==> src/core/aclkg_pkg.sv <==
// audio clock generator: register map, field layout, reset values and widths
package aclkg_pkg;

    // ------------------------------------------------------------
    // register subaddresses
    // ------------------------------------------------------------
    localparam logic [7:0] ACLKG_ADDR_CNT_LO = 8'h30;
    localparam logic [7:0] ACLKG_ADDR_CNT_MID = 8'h31;
    localparam logic [7:0] ACLKG_ADDR_CNT_HI = 8'h32;
    localparam logic [7:0] ACLKG_ADDR_INC_LO = 8'h34;
    localparam logic [7:0] ACLKG_ADDR_INC_MID = 8'h35;
    localparam logic [7:0] ACLKG_ADDR_INC_HI = 8'h36;
    localparam logic [7:0] ACLKG_ADDR_BDIV = 8'h38;
    localparam logic [7:0] ACLKG_ADDR_CDIV = 8'h39;
    localparam logic [7:0] ACLKG_ADDR_CTRL = 8'h3a;
    localparam logic [7:0] ACLKG_ADDR_STATUS = 8'h3b;

    // ------------------------------------------------------------
    // field widths and bit positions
    // ------------------------------------------------------------
    localparam int ACLKG_CNT_W = 18;
    localparam int ACLKG_INC_W = 22;
    localparam int ACLKG_DIV_W = 6;
    localparam int ACLKG_CTRL_W = 4;
    localparam int ACLKG_PLL_OPEN_BIT = 3;
    localparam int ACLKG_VREF_SEL_BIT = 2;
    localparam int ACLKG_CPHASE_BIT = 1;
    localparam int ACLKG_BPHASE_BIT = 0;
    localparam int ACLKG_STAT_LOCK_BIT = 0;

    // ------------------------------------------------------------
    // synthesis datapath
    // ------------------------------------------------------------
    localparam int ACLKG_ACC_W = 24;
    localparam int ACLKG_TRIM_W = 16;
    localparam logic [15:0] ACLKG_TRIM_MAX = 16'h7fff;
    localparam logic [15:0] ACLKG_TRIM_MIN = 16'h8000;
    localparam logic [15:0] ACLKG_TRIM_STEP = 16'h0001;

    // ------------------------------------------------------------
    // values after reset
    // ------------------------------------------------------------
    localparam logic [17:0] ACLKG_RST_CNT = 18'h00000;
    localparam logic [21:0] ACLKG_RST_INC = 22'h000000;
    localparam logic [5:0] ACLKG_RST_DIV = 6'h00;
    localparam logic [3:0] ACLKG_RST_CTRL = 4'h0;
    localparam logic [7:0] ACLKG_RST_RDATA = 8'h00;

endpackage

==> src/core/aclkg_divider.sv <==
// audio clock generator: edge-counting clock divider with launch phase select
`timescale 1ns/1ps
`default_nettype none
module aclkg_divider
    import aclkg_pkg::*;
(
    input wire logic clk,
    input wire logic rst,
    input wire logic src_rise,
    input wire logic src_fall,
    input wire logic launch_on_rise,
    input wire logic [ACLKG_DIV_W-1:0] ratio,
    output logic clk_out_r,
    output logic out_rise_r,
    output logic out_fall_r
);

    logic [ACLKG_DIV_W-1:0] cnt_r;
    logic [ACLKG_DIV_W-1:0] limit;
    logic [ACLKG_DIV_W-1:0] cnt_inc;
    logic launch;
    logic hit;

    // ------------------------------------------------------------
    // launch edge and terminal count
    // ------------------------------------------------------------
    // a zero ratio acts as one so the output never freezes
    assign limit = (ratio == 6'h00) ? 6'h01 : ratio;
    assign cnt_inc = cnt_r + 6'h01;
    assign launch = launch_on_rise ? src_rise : src_fall;
    // >= so a ratio lowered mid-count still terminates
    assign hit = launch && (cnt_inc >= limit);

    always_ff @(posedge clk or posedge rst) begin
        if (rst) begin
            cnt_r <= 6'h00;
        end else if (hit) begin
            cnt_r <= 6'h00;
        end else if (launch) begin
            cnt_r <= cnt_inc;
        end
    end

    always_ff @(posedge clk or posedge rst) begin
        if (rst) begin
            clk_out_r <= 1'b0;
            out_rise_r <= 1'b0;
            out_fall_r <= 1'b0;
        end else begin
            clk_out_r <= hit ? ~clk_out_r : clk_out_r;
            out_rise_r <= hit && !clk_out_r;
            out_fall_r <= hit && clk_out_r;
        end
    end
endmodule
`default_nettype wire

==> src/core/aclkg_top.sv <==
// audio clock generator: registers, field-locked master clock synthesis, dividers
//
// Behaviour
// - 18-bit master cycles-per-field count at 30H-32H
// - 22-bit nominal increment at 34H-36H
// - 6-bit master to bit clock divider
// - 6-bit bit to channel clock divider
// - pll open bit: locked or free-running
// - vertical reference from decoder or expansion port
// - channel clock launched on chosen bit edge
// - bit clock launched on chosen master edge
`timescale 1ns/1ps
`default_nettype none
module aclkg_top
    import aclkg_pkg::*;
(
    input wire logic clk,
    input wire logic rst,
    input wire logic [7:0] reg_addr,
    input wire logic reg_wr,
    input wire logic [7:0] reg_wdata,
    input wire logic reg_rd,
    output logic [7:0] reg_rdata_r,
    input wire logic decoder_vref,
    input wire logic expansion_vertical_ref_input,
    output logic audio_master_clock,
    output logic audio_serial_bit_clock,
    output logic audio_channel_select_clock
);

    logic [ACLKG_CNT_W-1:0] field_cycle_count_r;
    logic [ACLKG_INC_W-1:0] nominal_increment_r;
    logic [ACLKG_DIV_W-1:0] master_to_bit_clock_divider_r;
    logic [ACLKG_DIV_W-1:0] bit_to_channel_clock_divider_r;
    logic [ACLKG_CTRL_W-1:0] ctrl_r;
    logic audio_pll_open;
    logic audio_vref_select;
    logic channel_clock_phase;
    logic bit_clock_phase;

    assign audio_pll_open = ctrl_r[ACLKG_PLL_OPEN_BIT];
    assign audio_vref_select = ctrl_r[ACLKG_VREF_SEL_BIT];
    assign channel_clock_phase = ctrl_r[ACLKG_CPHASE_BIT];
    assign bit_clock_phase = ctrl_r[ACLKG_BPHASE_BIT];

    // ------------------------------------------------------------
    // register writes
    // ------------------------------------------------------------
    // count bytes
    always_ff @(posedge clk or posedge rst) begin
        if (rst) begin
            field_cycle_count_r <= ACLKG_RST_CNT;
        end else if (reg_wr && reg_addr == ACLKG_ADDR_CNT_LO) begin
            field_cycle_count_r[7:0] <= reg_wdata;
        end else if (reg_wr && reg_addr == ACLKG_ADDR_CNT_MID) begin
            field_cycle_count_r[15:8] <= reg_wdata;
        end else if (reg_wr && reg_addr == ACLKG_ADDR_CNT_HI) begin
            field_cycle_count_r[17:16] <= reg_wdata[1:0];
        end
    end

    always_ff @(posedge clk or posedge rst) begin
        if (rst) begin
            nominal_increment_r <= ACLKG_RST_INC;
        end else if (reg_wr && reg_addr == ACLKG_ADDR_INC_LO) begin
            nominal_increment_r[7:0] <= reg_wdata;
        end else if (reg_wr && reg_addr == ACLKG_ADDR_INC_MID) begin
            nominal_increment_r[15:8] <= reg_wdata;
        end else if (reg_wr && reg_addr == ACLKG_ADDR_INC_HI) begin
            nominal_increment_r[21:16] <= reg_wdata[5:0];
        end
    end

    always_ff @(posedge clk or posedge rst) begin
        if (rst) begin
            master_to_bit_clock_divider_r <= ACLKG_RST_DIV;
            bit_to_channel_clock_divider_r <= ACLKG_RST_DIV;
        end else if (reg_wr && reg_addr == ACLKG_ADDR_BDIV) begin
            master_to_bit_clock_divider_r <= reg_wdata[5:0];
        end else if (reg_wr && reg_addr == ACLKG_ADDR_CDIV) begin
            bit_to_channel_clock_divider_r <= reg_wdata[5:0];
        end
    end

    always_ff @(posedge clk or posedge rst) begin
        if (rst) begin
            ctrl_r <= ACLKG_RST_CTRL;
        end else if (reg_wr && reg_addr == ACLKG_ADDR_CTRL) begin
            ctrl_r <= reg_wdata[3:0];
        end
    end

    // ------------------------------------------------------------
    // register reads
    // ------------------------------------------------------------
    logic locked_r;
    logic [7:0] rdata_nxt;

    always_comb begin
        if (reg_addr == ACLKG_ADDR_CNT_LO) begin
            rdata_nxt = field_cycle_count_r[7:0];
        end else if (reg_addr == ACLKG_ADDR_CNT_MID) begin
            rdata_nxt = field_cycle_count_r[15:8];
        end else if (reg_addr == ACLKG_ADDR_CNT_HI) begin
            rdata_nxt = {6'h00, field_cycle_count_r[17:16]};
        end else if (reg_addr == ACLKG_ADDR_INC_LO) begin
            rdata_nxt = nominal_increment_r[7:0];
        end else if (reg_addr == ACLKG_ADDR_INC_MID) begin
            rdata_nxt = nominal_increment_r[15:8];
        end else if (reg_addr == ACLKG_ADDR_INC_HI) begin
            rdata_nxt = {2'h0, nominal_increment_r[21:16]};
        end else if (reg_addr == ACLKG_ADDR_BDIV) begin
            rdata_nxt = {2'h0, master_to_bit_clock_divider_r};
        end else if (reg_addr == ACLKG_ADDR_CDIV) begin
            rdata_nxt = {2'h0, bit_to_channel_clock_divider_r};
        end else if (reg_addr == ACLKG_ADDR_CTRL) begin
            rdata_nxt = {4'h0, ctrl_r};
        end else if (reg_addr == ACLKG_ADDR_STATUS) begin
            rdata_nxt = {7'h00, locked_r};
        end else begin
            rdata_nxt = 8'h00;
        end
    end

    // read data holds until the next read
    always_ff @(posedge clk or posedge rst) begin
        if (rst) begin
            reg_rdata_r <= ACLKG_RST_RDATA;
        end else if (reg_rd) begin
            reg_rdata_r <= rdata_nxt;
        end
    end

    // ------------------------------------------------------------
    // vertical reference
    // ------------------------------------------------------------
    logic vref_sel;
    logic vref_d_r;
    logic vref_pulse;

    assign vref_sel = audio_vref_select ? expansion_vertical_ref_input : decoder_vref;

    always_ff @(posedge clk or posedge rst) begin
        if (rst) begin
            vref_d_r <= 1'b0;
        end else begin
            vref_d_r <= vref_sel;
        end
    end

    // switching the source can fake one edge; the loop absorbs one bad field
    assign vref_pulse = vref_sel && !vref_d_r;

    // ------------------------------------------------------------
    // field lock loop
    // ------------------------------------------------------------
    logic [ACLKG_CNT_W:0] field_cnt_r;
    logic [ACLKG_TRIM_W-1:0] trim_r;
    logic mclk_rise_r;
    logic mclk_fall_r;
    logic cnt_short;
    logic cnt_long;

    assign cnt_short = field_cnt_r < {1'b0, field_cycle_count_r};
    assign cnt_long = field_cnt_r > {1'b0, field_cycle_count_r};

    // master cycles counted per reference interval, saturating
    always_ff @(posedge clk or posedge rst) begin
        if (rst) begin
            field_cnt_r <= '0;
        end else if (vref_pulse) begin
            field_cnt_r <= {18'h00000, mclk_rise_r};
        end else if (mclk_rise_r && field_cnt_r != '1) begin
            field_cnt_r <= field_cnt_r + 19'h00001;
        end
    end

    // one step per field keeps jitter low at the cost of pull-in time
    always_ff @(posedge clk or posedge rst) begin
        if (rst) begin
            trim_r <= '0;
            locked_r <= 1'b0;
        end else if (audio_pll_open) begin
            trim_r <= '0;
            locked_r <= 1'b0;
        end else if (vref_pulse) begin
            locked_r <= !cnt_short && !cnt_long;
            if (cnt_short && trim_r != ACLKG_TRIM_MAX) begin
                trim_r <= trim_r + ACLKG_TRIM_STEP;
            end else if (cnt_long && trim_r != ACLKG_TRIM_MIN) begin
                trim_r <= trim_r - ACLKG_TRIM_STEP;
            end
        end
    end

    // ------------------------------------------------------------
    // master clock synthesis
    // ------------------------------------------------------------
    logic [ACLKG_ACC_W-1:0] acc_r;
    logic [ACLKG_ACC_W-1:0] inc_eff;
    logic [ACLKG_ACC_W-1:0] acc_nxt;

    // phase accumulator, master clock is its top bit
    assign inc_eff = {2'h0, nominal_increment_r} + {{8{trim_r[15]}}, trim_r};
    assign acc_nxt = acc_r + inc_eff;

    always_ff @(posedge clk or posedge rst) begin
        if (rst) begin
            acc_r <= '0;
            audio_master_clock <= 1'b0;
            mclk_rise_r <= 1'b0;
            mclk_fall_r <= 1'b0;
        end else begin
            acc_r <= acc_nxt;
            audio_master_clock <= acc_nxt[ACLKG_ACC_W-1];
            mclk_rise_r <= acc_nxt[ACLKG_ACC_W-1] && !audio_master_clock;
            mclk_fall_r <= !acc_nxt[ACLKG_ACC_W-1] && audio_master_clock;
        end
    end

    // ------------------------------------------------------------
    // bit and channel clock dividers
    // ------------------------------------------------------------
    logic bclk_rise_r;
    logic bclk_fall_r;

    aclkg_divider u_bit_div (
        .clk(clk),
        .rst(rst),
        .src_rise(mclk_rise_r),
        .src_fall(mclk_fall_r),
        .launch_on_rise(bit_clock_phase),
        .ratio(master_to_bit_clock_divider_r),
        .clk_out_r(audio_serial_bit_clock),
        .out_rise_r(bclk_rise_r),
        .out_fall_r(bclk_fall_r)
    );

    // channel clock from bit clock edges
    aclkg_divider u_chan_div (
        .clk(clk),
        .rst(rst),
        .src_rise(bclk_rise_r),
        .src_fall(bclk_fall_r),
        .launch_on_rise(channel_clock_phase),
        .ratio(bit_to_channel_clock_divider_r),
        .clk_out_r(audio_channel_select_clock),
        .out_rise_r(),
        .out_fall_r()
    );
endmodule
`default_nettype wire

==> config.mk <==
export PLATFORM = sky130hd
export DESIGN_NAME = aclkg_top
export DESIGN_NICKNAME = d
export VERILOG_FILES = /design/src/core/aclkg_pkg.sv /design/src/core/aclkg_divider.sv /design/src/core/aclkg_top.sv
export SDC_FILE = /design/constraint.sdc
export NUM_CORES = 1
export LEC_CHECK = 0
export ABC_CLOCK_PERIOD_IN_PS = 4700
export BUFFER_PORTS_ARGS = -buffer_cell sky130_fd_sc_hd__buf_2
export CAP_MARGIN = 20
export CORE_ASPECT_RATIO = 1.5
export CORE_UTILIZATION = 35
export DETAILED_ROUTE_END_ITERATION = 8
export PLACE_DENSITY = 0.62
export SLEW_MARGIN = 20
export SYNTH_ARGS = -nofsm -noshare
export SYNTH_HDL_FRONTEND = slang
export SYNTH_SLANG_ARGS = --single-unit
==> constraint.sdc <==
create_clock -name clk -period 4.7 [get_ports clk]
set_input_delay 0.235 -clock clk [delete_from_list [all_inputs] [get_ports clk]]
set_output_delay 0.235 -clock clk [all_outputs]
set_load 0.03 [all_outputs]
Word-level counts from Yosys, hierarchy flattened
Index checks and enable logic that the tools add are counted.
Word-level totals
  register bits: 144
  bits of input ports: 22
  logic and storage cells: 121
  output and inout port bits: 11
Cells by class
  magnitude comparators: 4
  add/sub/neg operators: 7
  bitwise operators: 7
  reductions and logical operators: 39
  muxes and demuxes: 27
  equality and inequality tests: 13
Operators with widths (count)
  == test 8 x 6 -> 1 bit (second input constant): 10
  two-way mux 16 bit: 4
  two-way mux 6 bit: 9
  two-way mux 8 bit: 5
  two-way mux 19 bit: 2
  adder 23 x 16 -> 24 bit: 1
  adder 24 bit: 1
  logical AND 1 bit: 20
  adder 19 x 1 -> 19 bit (second input constant): 1
  greater-than comparator 19 x 18 -> 1 bit: 1
  less-than comparator 19 x 18 -> 1 bit: 1
  inequality test 19 bit (second input constant): 1
  adder 16 x 1 -> 16 bit (second input constant): 1
  inequality test 16 x 15 -> 1 bit (second input constant): 1
  inequality test 16 bit (second input constant): 1
  subtractor 16 x 1 -> 16 bit (second input constant): 1
  adder 6 x 1 -> 6 bit (second input constant): 2
  greater-or-equal comparator 6 bit: 2
  zero test 6 bit: 2
  AND reduction 2 bit: 4
  nonzero test 2 bit: 4
  inverter 1 bit: 7
  zero test 1 bit: 6
  two-way mux 1 bit: 6
  3 further kinds: 4

Depth between registers and ports, before layout
  depth after elaboration: 11
  gate-level depth with buffers: 15
  mapped depth without buffers: 15

By module
A second synthesis with hierarchy kept.
Second synthesis, totals
  cell total of the unflattened synthesis: 932
  area total of the unflattened synthesis: 9502.9 um^2
Modules (own cells, without submodules)
  aclkg_top: cells an instance 790, area each 8156.6 um^2, instances 1, seq. area each 3178.0 um^2
  aclkg_divider: cells an instance 71, area each 673.1 um^2, instances 2, seq. area each 225.2 um^2

Worst setup path after synthesis
Ideal clock, no wire load.
  path type: reg2reg
  start: register field_cycle_count_r[12]
  end: register trim_r[15]
  path slack: 923 ps
  period minus slack after synthesis: 3777 ps
  library setup time: 125 ps
  cell stages (with the launch flop): 16
  path buffers: 0
  arrival time: 3652 ps
  data required time: 4575 ps
  cell sequence: dfrtp_1 -> inv_1 -> ha_1 -> a211oi_1 -> o21ai_0 -> nor3_1 -> a31o_2 -> nand2_1 -> ha_1 -> a2111oi_0 -> o21ai_0 -> a21oi_1 -> o21ai_0 -> a21oi_1 -> mux2i_1 -> mux2_2
Between the ends
  word-level cells in the longest chain between the ends: 5
  elaborated cells on any way between the ends: 9
  those cells by class: order compare: 2; mux: 3; reduce/logical: 4
RTL lines
  from (decl): line aclkg_top.sv:31  | logic [ACLKG_CNT_W-1:0] field_cycle_count_r;
  from (signal assigned): line aclkg_top.sv:56  | field_cycle_count_r[15:8] <= reg_wdata;
  less-than comparator 19 x 18 -> 1 bit: line aclkg_top.sv:164  | assign cnt_short = field_cnt_r < {1'b0, field_cycle_count_r};
  logical AND 1 bit: line aclkg_top.sv:188  | if (cnt_short && trim_r != ACLKG_TRIM_MAX) begin
  two-way mux 16 bit: line aclkg_top.sv:188
  two-way mux 16 bit: line aclkg_top.sv:186  | end else if (vref_pulse) begin
  two-way mux 16 bit: line aclkg_top.sv:183  | end else if (audio_pll_open) begin
  to (signal assigned): line aclkg_top.sv:189  | trim_r <= trim_r + ACLKG_TRIM_STEP;
  to (signal assigned): line aclkg_top.sv:191  | trim_r <= trim_r - ACLKG_TRIM_STEP;
  to (decl): line aclkg_top.sv:158  | logic [ACLKG_TRIM_W-1:0] trim_r;
Several ways; a longest one is shown, not always the timed one. The select of a mux whose other input is x is not followed.
A chain may end at the register's enable or synchronous reset.

Worst setup path in the final report
  start: register field_cnt_r[12]
  end: register trim_r[15]
Between the ends
  word-level cells in the longest chain between the ends: 5
  elaborated cells on any way between the ends: 9
  those cells by class: order compare: 2; mux: 3; reduce/logical: 4
RTL lines
  from (decl): line aclkg_top.sv:157  | logic [ACLKG_CNT_W:0] field_cnt_r;
  from (signal assigned): line aclkg_top.sv:172  | field_cnt_r <= {18'h00000, mclk_rise_r};
  from (signal assigned): line aclkg_top.sv:174  | field_cnt_r <= field_cnt_r + 19'h00001;
  less-than comparator 19 x 18 -> 1 bit: line aclkg_top.sv:164
  logical AND 1 bit: line aclkg_top.sv:188
  two-way mux 16 bit: line aclkg_top.sv:188
  two-way mux 16 bit: line aclkg_top.sv:186
  two-way mux 16 bit: line aclkg_top.sv:183
Several ways; a longest one is shown, not always the timed one. The select of a mux whose other input is x is not followed.

==> impl_results.md <==
* Crit path max-delay cell type: ha_1
* Clock Tree Buf Depth at 2
* Yosys reg bits at 143
* Status: completed
* # Post-CTS Setup Buffers at 0
* CTS clock-pin slew for the worst setup and hold paths at 70 ps
* Antenna Diode Count at 0
* Number of antenna violations at the first check in global routing at 0
* Largest net degree at the start of global routing at 76
* Reg2reg path depth at 14
* Maximum VDD drop at 0.000221 V
* Filler cells at 2,545
* Delay-heaviest family, CP: compound AO/OA/AOI/OAI gates
* Via density per instance at 5.31
* Min Clock Period, post-route at 4030 ps
* Fmax at ~250 MHz
* CTS buffer count at 17
* Worst Skew at around 7.6 ps
* Routed Antenna Nets at 0
* Synth Cell Area at between 9000 and 10,000 um2
* Crit path capture type: flop
* Port Buf Inserts at 32
* PD cells at 425 nW/um2
* Clock latency on the worst-skew pair at 430 ps
* Slew headroom at 34.5%
* Routed vias at 6,854
* Post-synth ARST share at 100%
* CP Launch Point: field_cnt_r[12]$_DFFE_PP0P_
* Worst-path maximum fanout at 9
* Number of global-route vias before repair at 7,098
* Ys Warns at 0
* GRT Total Usage at 17.2%
* Post-DP HPWL at between 15,000 and 20,000 um
* Core footprint at ~26,000 um2
* Top cell by count, worst path: o21ai_0
* Die W at about 130 um
* GPL Wtd Cong at between 0.8 and 0.9
* Yosys top cell by area: dfrtp_1
* CTS Sinks at 143
* Clock Tree Root: clkbuf_16
* Min-delay src: reg_wdata[6]
* Share of the synthesized area in the top cell type at between 30 and 40%
* # setup viols final at 0
* CP required at 5010 ps
* Kind of critical path: flop to flop
* Final Hold Fails at 0
* Net Count, Synth at 1,032
* Total wire length at 21,900 um
* Crit path arrival time at 4350 ps
* Worst setup margin at 666 ps
* H-tree Lvls at 4
* Die area at 26,800 um2
* # rows at 72
* DP Worst Slack at between 600 and 700 ps
* Share of post-route cells with drive strength above 1 at about 13%
* Hold path cells at 3
* Cell breakdown of the critical path: ha_1 -> a211oi_1 -> o21ai_0 -> nor3_1 -> a31o_2 -> nand2_1 -> ha_1 -> a2111oi_0 -> o21ai_0 -> a21oi_1 -> o21ai_0 -> a21oi_1 -> mux2i_1 -> mux2_2
* Fin util at 40.0%
* Leak at 4.87 nW
* WP buf/inv at 0
* R2r endpoint: trim_r[15]$_DFFE_PP0P_
* Area grow syn2layout at 12.5%
* Main synth FF type: dfrtp_1
* Unrepaired setup endpoints after global routing: false
* Critical path's largest stage delay at 440 ps
* Remaining routing DRC violations at 0
* 1st-iter DRT viols at 373
* Hold path endpoint: field_cycle_count_r[14]$_DFFE_PP0P_
* Initial Util at 35.5%
* DR WL/cell at 16.9 um
* CTS tree: built
* Crit start category: flop
* I/O pin cnt at 33
* Avg Synthesized Cell Area at 10.0 um2
* Die H at 200 um
* Global route total overflow at 0
* Max Cap Viol at 0
* Min-delay worst type: primary input to flop
* R2r setup slk at 670 ps
* Sequential share of the synthesized area at slightly below 40%
* Synth Instances at a little over 900
* TritonRoute pass-1 iters at 4
* Synth top area cells: dfrtp_1, ha_1, fa_1
* Critical R2R Launch: field_cnt_r[12]$_DFFE_PP0P_
* Crit share post-route at between 80% and 90%
* First-pass GRT wire length at 36,100 um
* Worst-margin pin slew at around 980 ps
* Number of flops mapped to enable cells by yosys at 0
* Unique masters post-synth at 68
* Nets at between 1k and 1.5k
* Setup TNS at 0 ps
* Slew Viols, Final at 0
-- layer usage --
metal  vias to the layer above  wire (um)  GRT usage [%]
met5                         -          0              0
met1                      3375       9190           19.6
li1                       3334          -              -
met4                         0        795           8.55
met2                       104      11400           30.9
met3                        41        487           2.28
-- worst reg2reg max path: cells and delay by family, from the launching register on --
kind / cells / cell delay (ps)
compound gates: 8 / 1840
fa+ha+maj: 2 / 740
mux: 2 / 560
flops: 1 / 400
simple gates: 2 / 370
-- area by class of cell --
class / count / area [um2] / share of cell area (%)
tap: 333 / 417 / 4.05
inverter: 62 / 238 / 2.31
sequential: 143 / 3580 / 34.7
clock buffer: 19 / 433 / 4.20
multi-input combinational: 683 / 5240 / 50.9
clock inverter: 13 / 188 / 1.82
timing repair buffer: 38 / 208 / 2.02
-- state kept, by name, summed over array words and instances, names as in the netlist --
name,cells
acc_r,24
nominal_increment_r,22
field_cnt_r,19
field_cycle_count_r,18
trim_r,16
reg_rdata_r,8
bit_to_channel_clock_divider_r,6
master_to_bit_clock_divider_r,6
u_bit_div.cnt_r,6
u_chan_div.cnt_r,6
ctrl_r,4
locked_r,1
mclk_fall_r,1
mclk_rise_r,1
u_bit_div.clk_out_r,1
u_bit_div.out_fall_r,1
u_bit_div.out_rise_r,1
u_chan_div.clk_out_r,1
vref_d_r,1
-- timing repair --
item / in CTS / in global routing
hold buffers: 1 / 0
resized for setup: 0 / 0
hold endpoints to repair: 73 / 0
-- cells in the mapped netlist, types with 2 or more instances --
library cell,n
dfrtp_1,143
ha_1,72
o21ai_0,70
inv_1,62
nand2_1,55
nor2_1,51
a21oi_1,50
mux2_2,41
nand3_1,35
xnor2_1,34
nor3_1,28
fa_1,24
xor2_1,24
a21o_1,22
nand2b_1,22
clkbuf_1,21
mux2i_1,15
nand4_1,13
nor2b_1,12
o21bai_1,9
o21a_1,8
a211oi_1,6
nor4_1,6
or3_1,6
and3_1,5
o22ai_1,5
a21boi_0,4
a31o_2,4
a31oi_1,4
nor3b_1,4
o221ai_1,4
and2_1,3
and4_1,3
buf_2,3
mux4_2,3
nor4b_1,3
o211ai_1,3
a2111oi_0,2
a221o_1,2
a22oi_1,2
o311ai_0,2
o31ai_1,2
or2_2,2
-- power breakdown --
part	leakage (nW)	internal, mW	switching [mW]	total [mW]
combinational	2.74	0.602	0.731	1.33
sequential	1.83	1.43	0.165	1.59
clock	0.294	0.891	0.563	1.45
total	4.87	2.92	1.46	4.38
-- how the worst max path moves through the flow --
| stage | depth (start not counted) | endpoint | slack, ps |
|---|---|---|---|
| finish | 14 | trim_r[15]$_DFFE_PP0P_ | 670 |
| global route | 15 | trim_r[15]$_DFFE_PP0P_ | 220 |
| CTS | 14 | trim_r[15]$_DFFE_PP0P_ | 680 |
| detailed placement | 15 | trim_r[15]$_DFFE_PP0P_ | 680 |
| global placement | 14 | trim_r[15]$_DFFE_PP0P_ | 780 |
| floorplan | 1 | acc_r[0]$_DFF_PP0_ | 630 |
-- cells in the final DEF (no fill, tap or decap), types with 24 or more instances in the layout --
cell / instances
nand3_1: 35
xnor2_1: 34
fa_1: 24
nor2_1: 51
o21ai_0: 70
nand2_1: 55
mux2_2: 41
inv_1: 61
xor2_1: 24
nor3_1: 28
dfrtp_1: 143
buf_2: 32
ha_1: 72
a21oi_1: 50
-- kinds of logic after synthesis --
logic type / after synthesis / share of synthesized area, %
flops: 143 / 39.1
compound gates: 211 / 14.6
mux: 59 / 7.42
buf+inv: 88 / 3.73
fa+ha+maj: 96 / 15.1
xor+xnor: 58 / 5.55
simple gates: 259 / 14.6
-- per-stage QoR --
step	area, um2	power, mW	hold WS, ps	instances
6_report	10300	4.38	67.2	1291
5_1_grt	10300	4.67	74.4	1291
4_1_cts	10300	4.42	56.4	1291
3_5_place_dp	9670	2.94	404	1258
3_3_place_gp	9670	2.92	410	1258
2_1_floorplan	9160	2.63	352	914
Power figures use the tool's default switching activity.
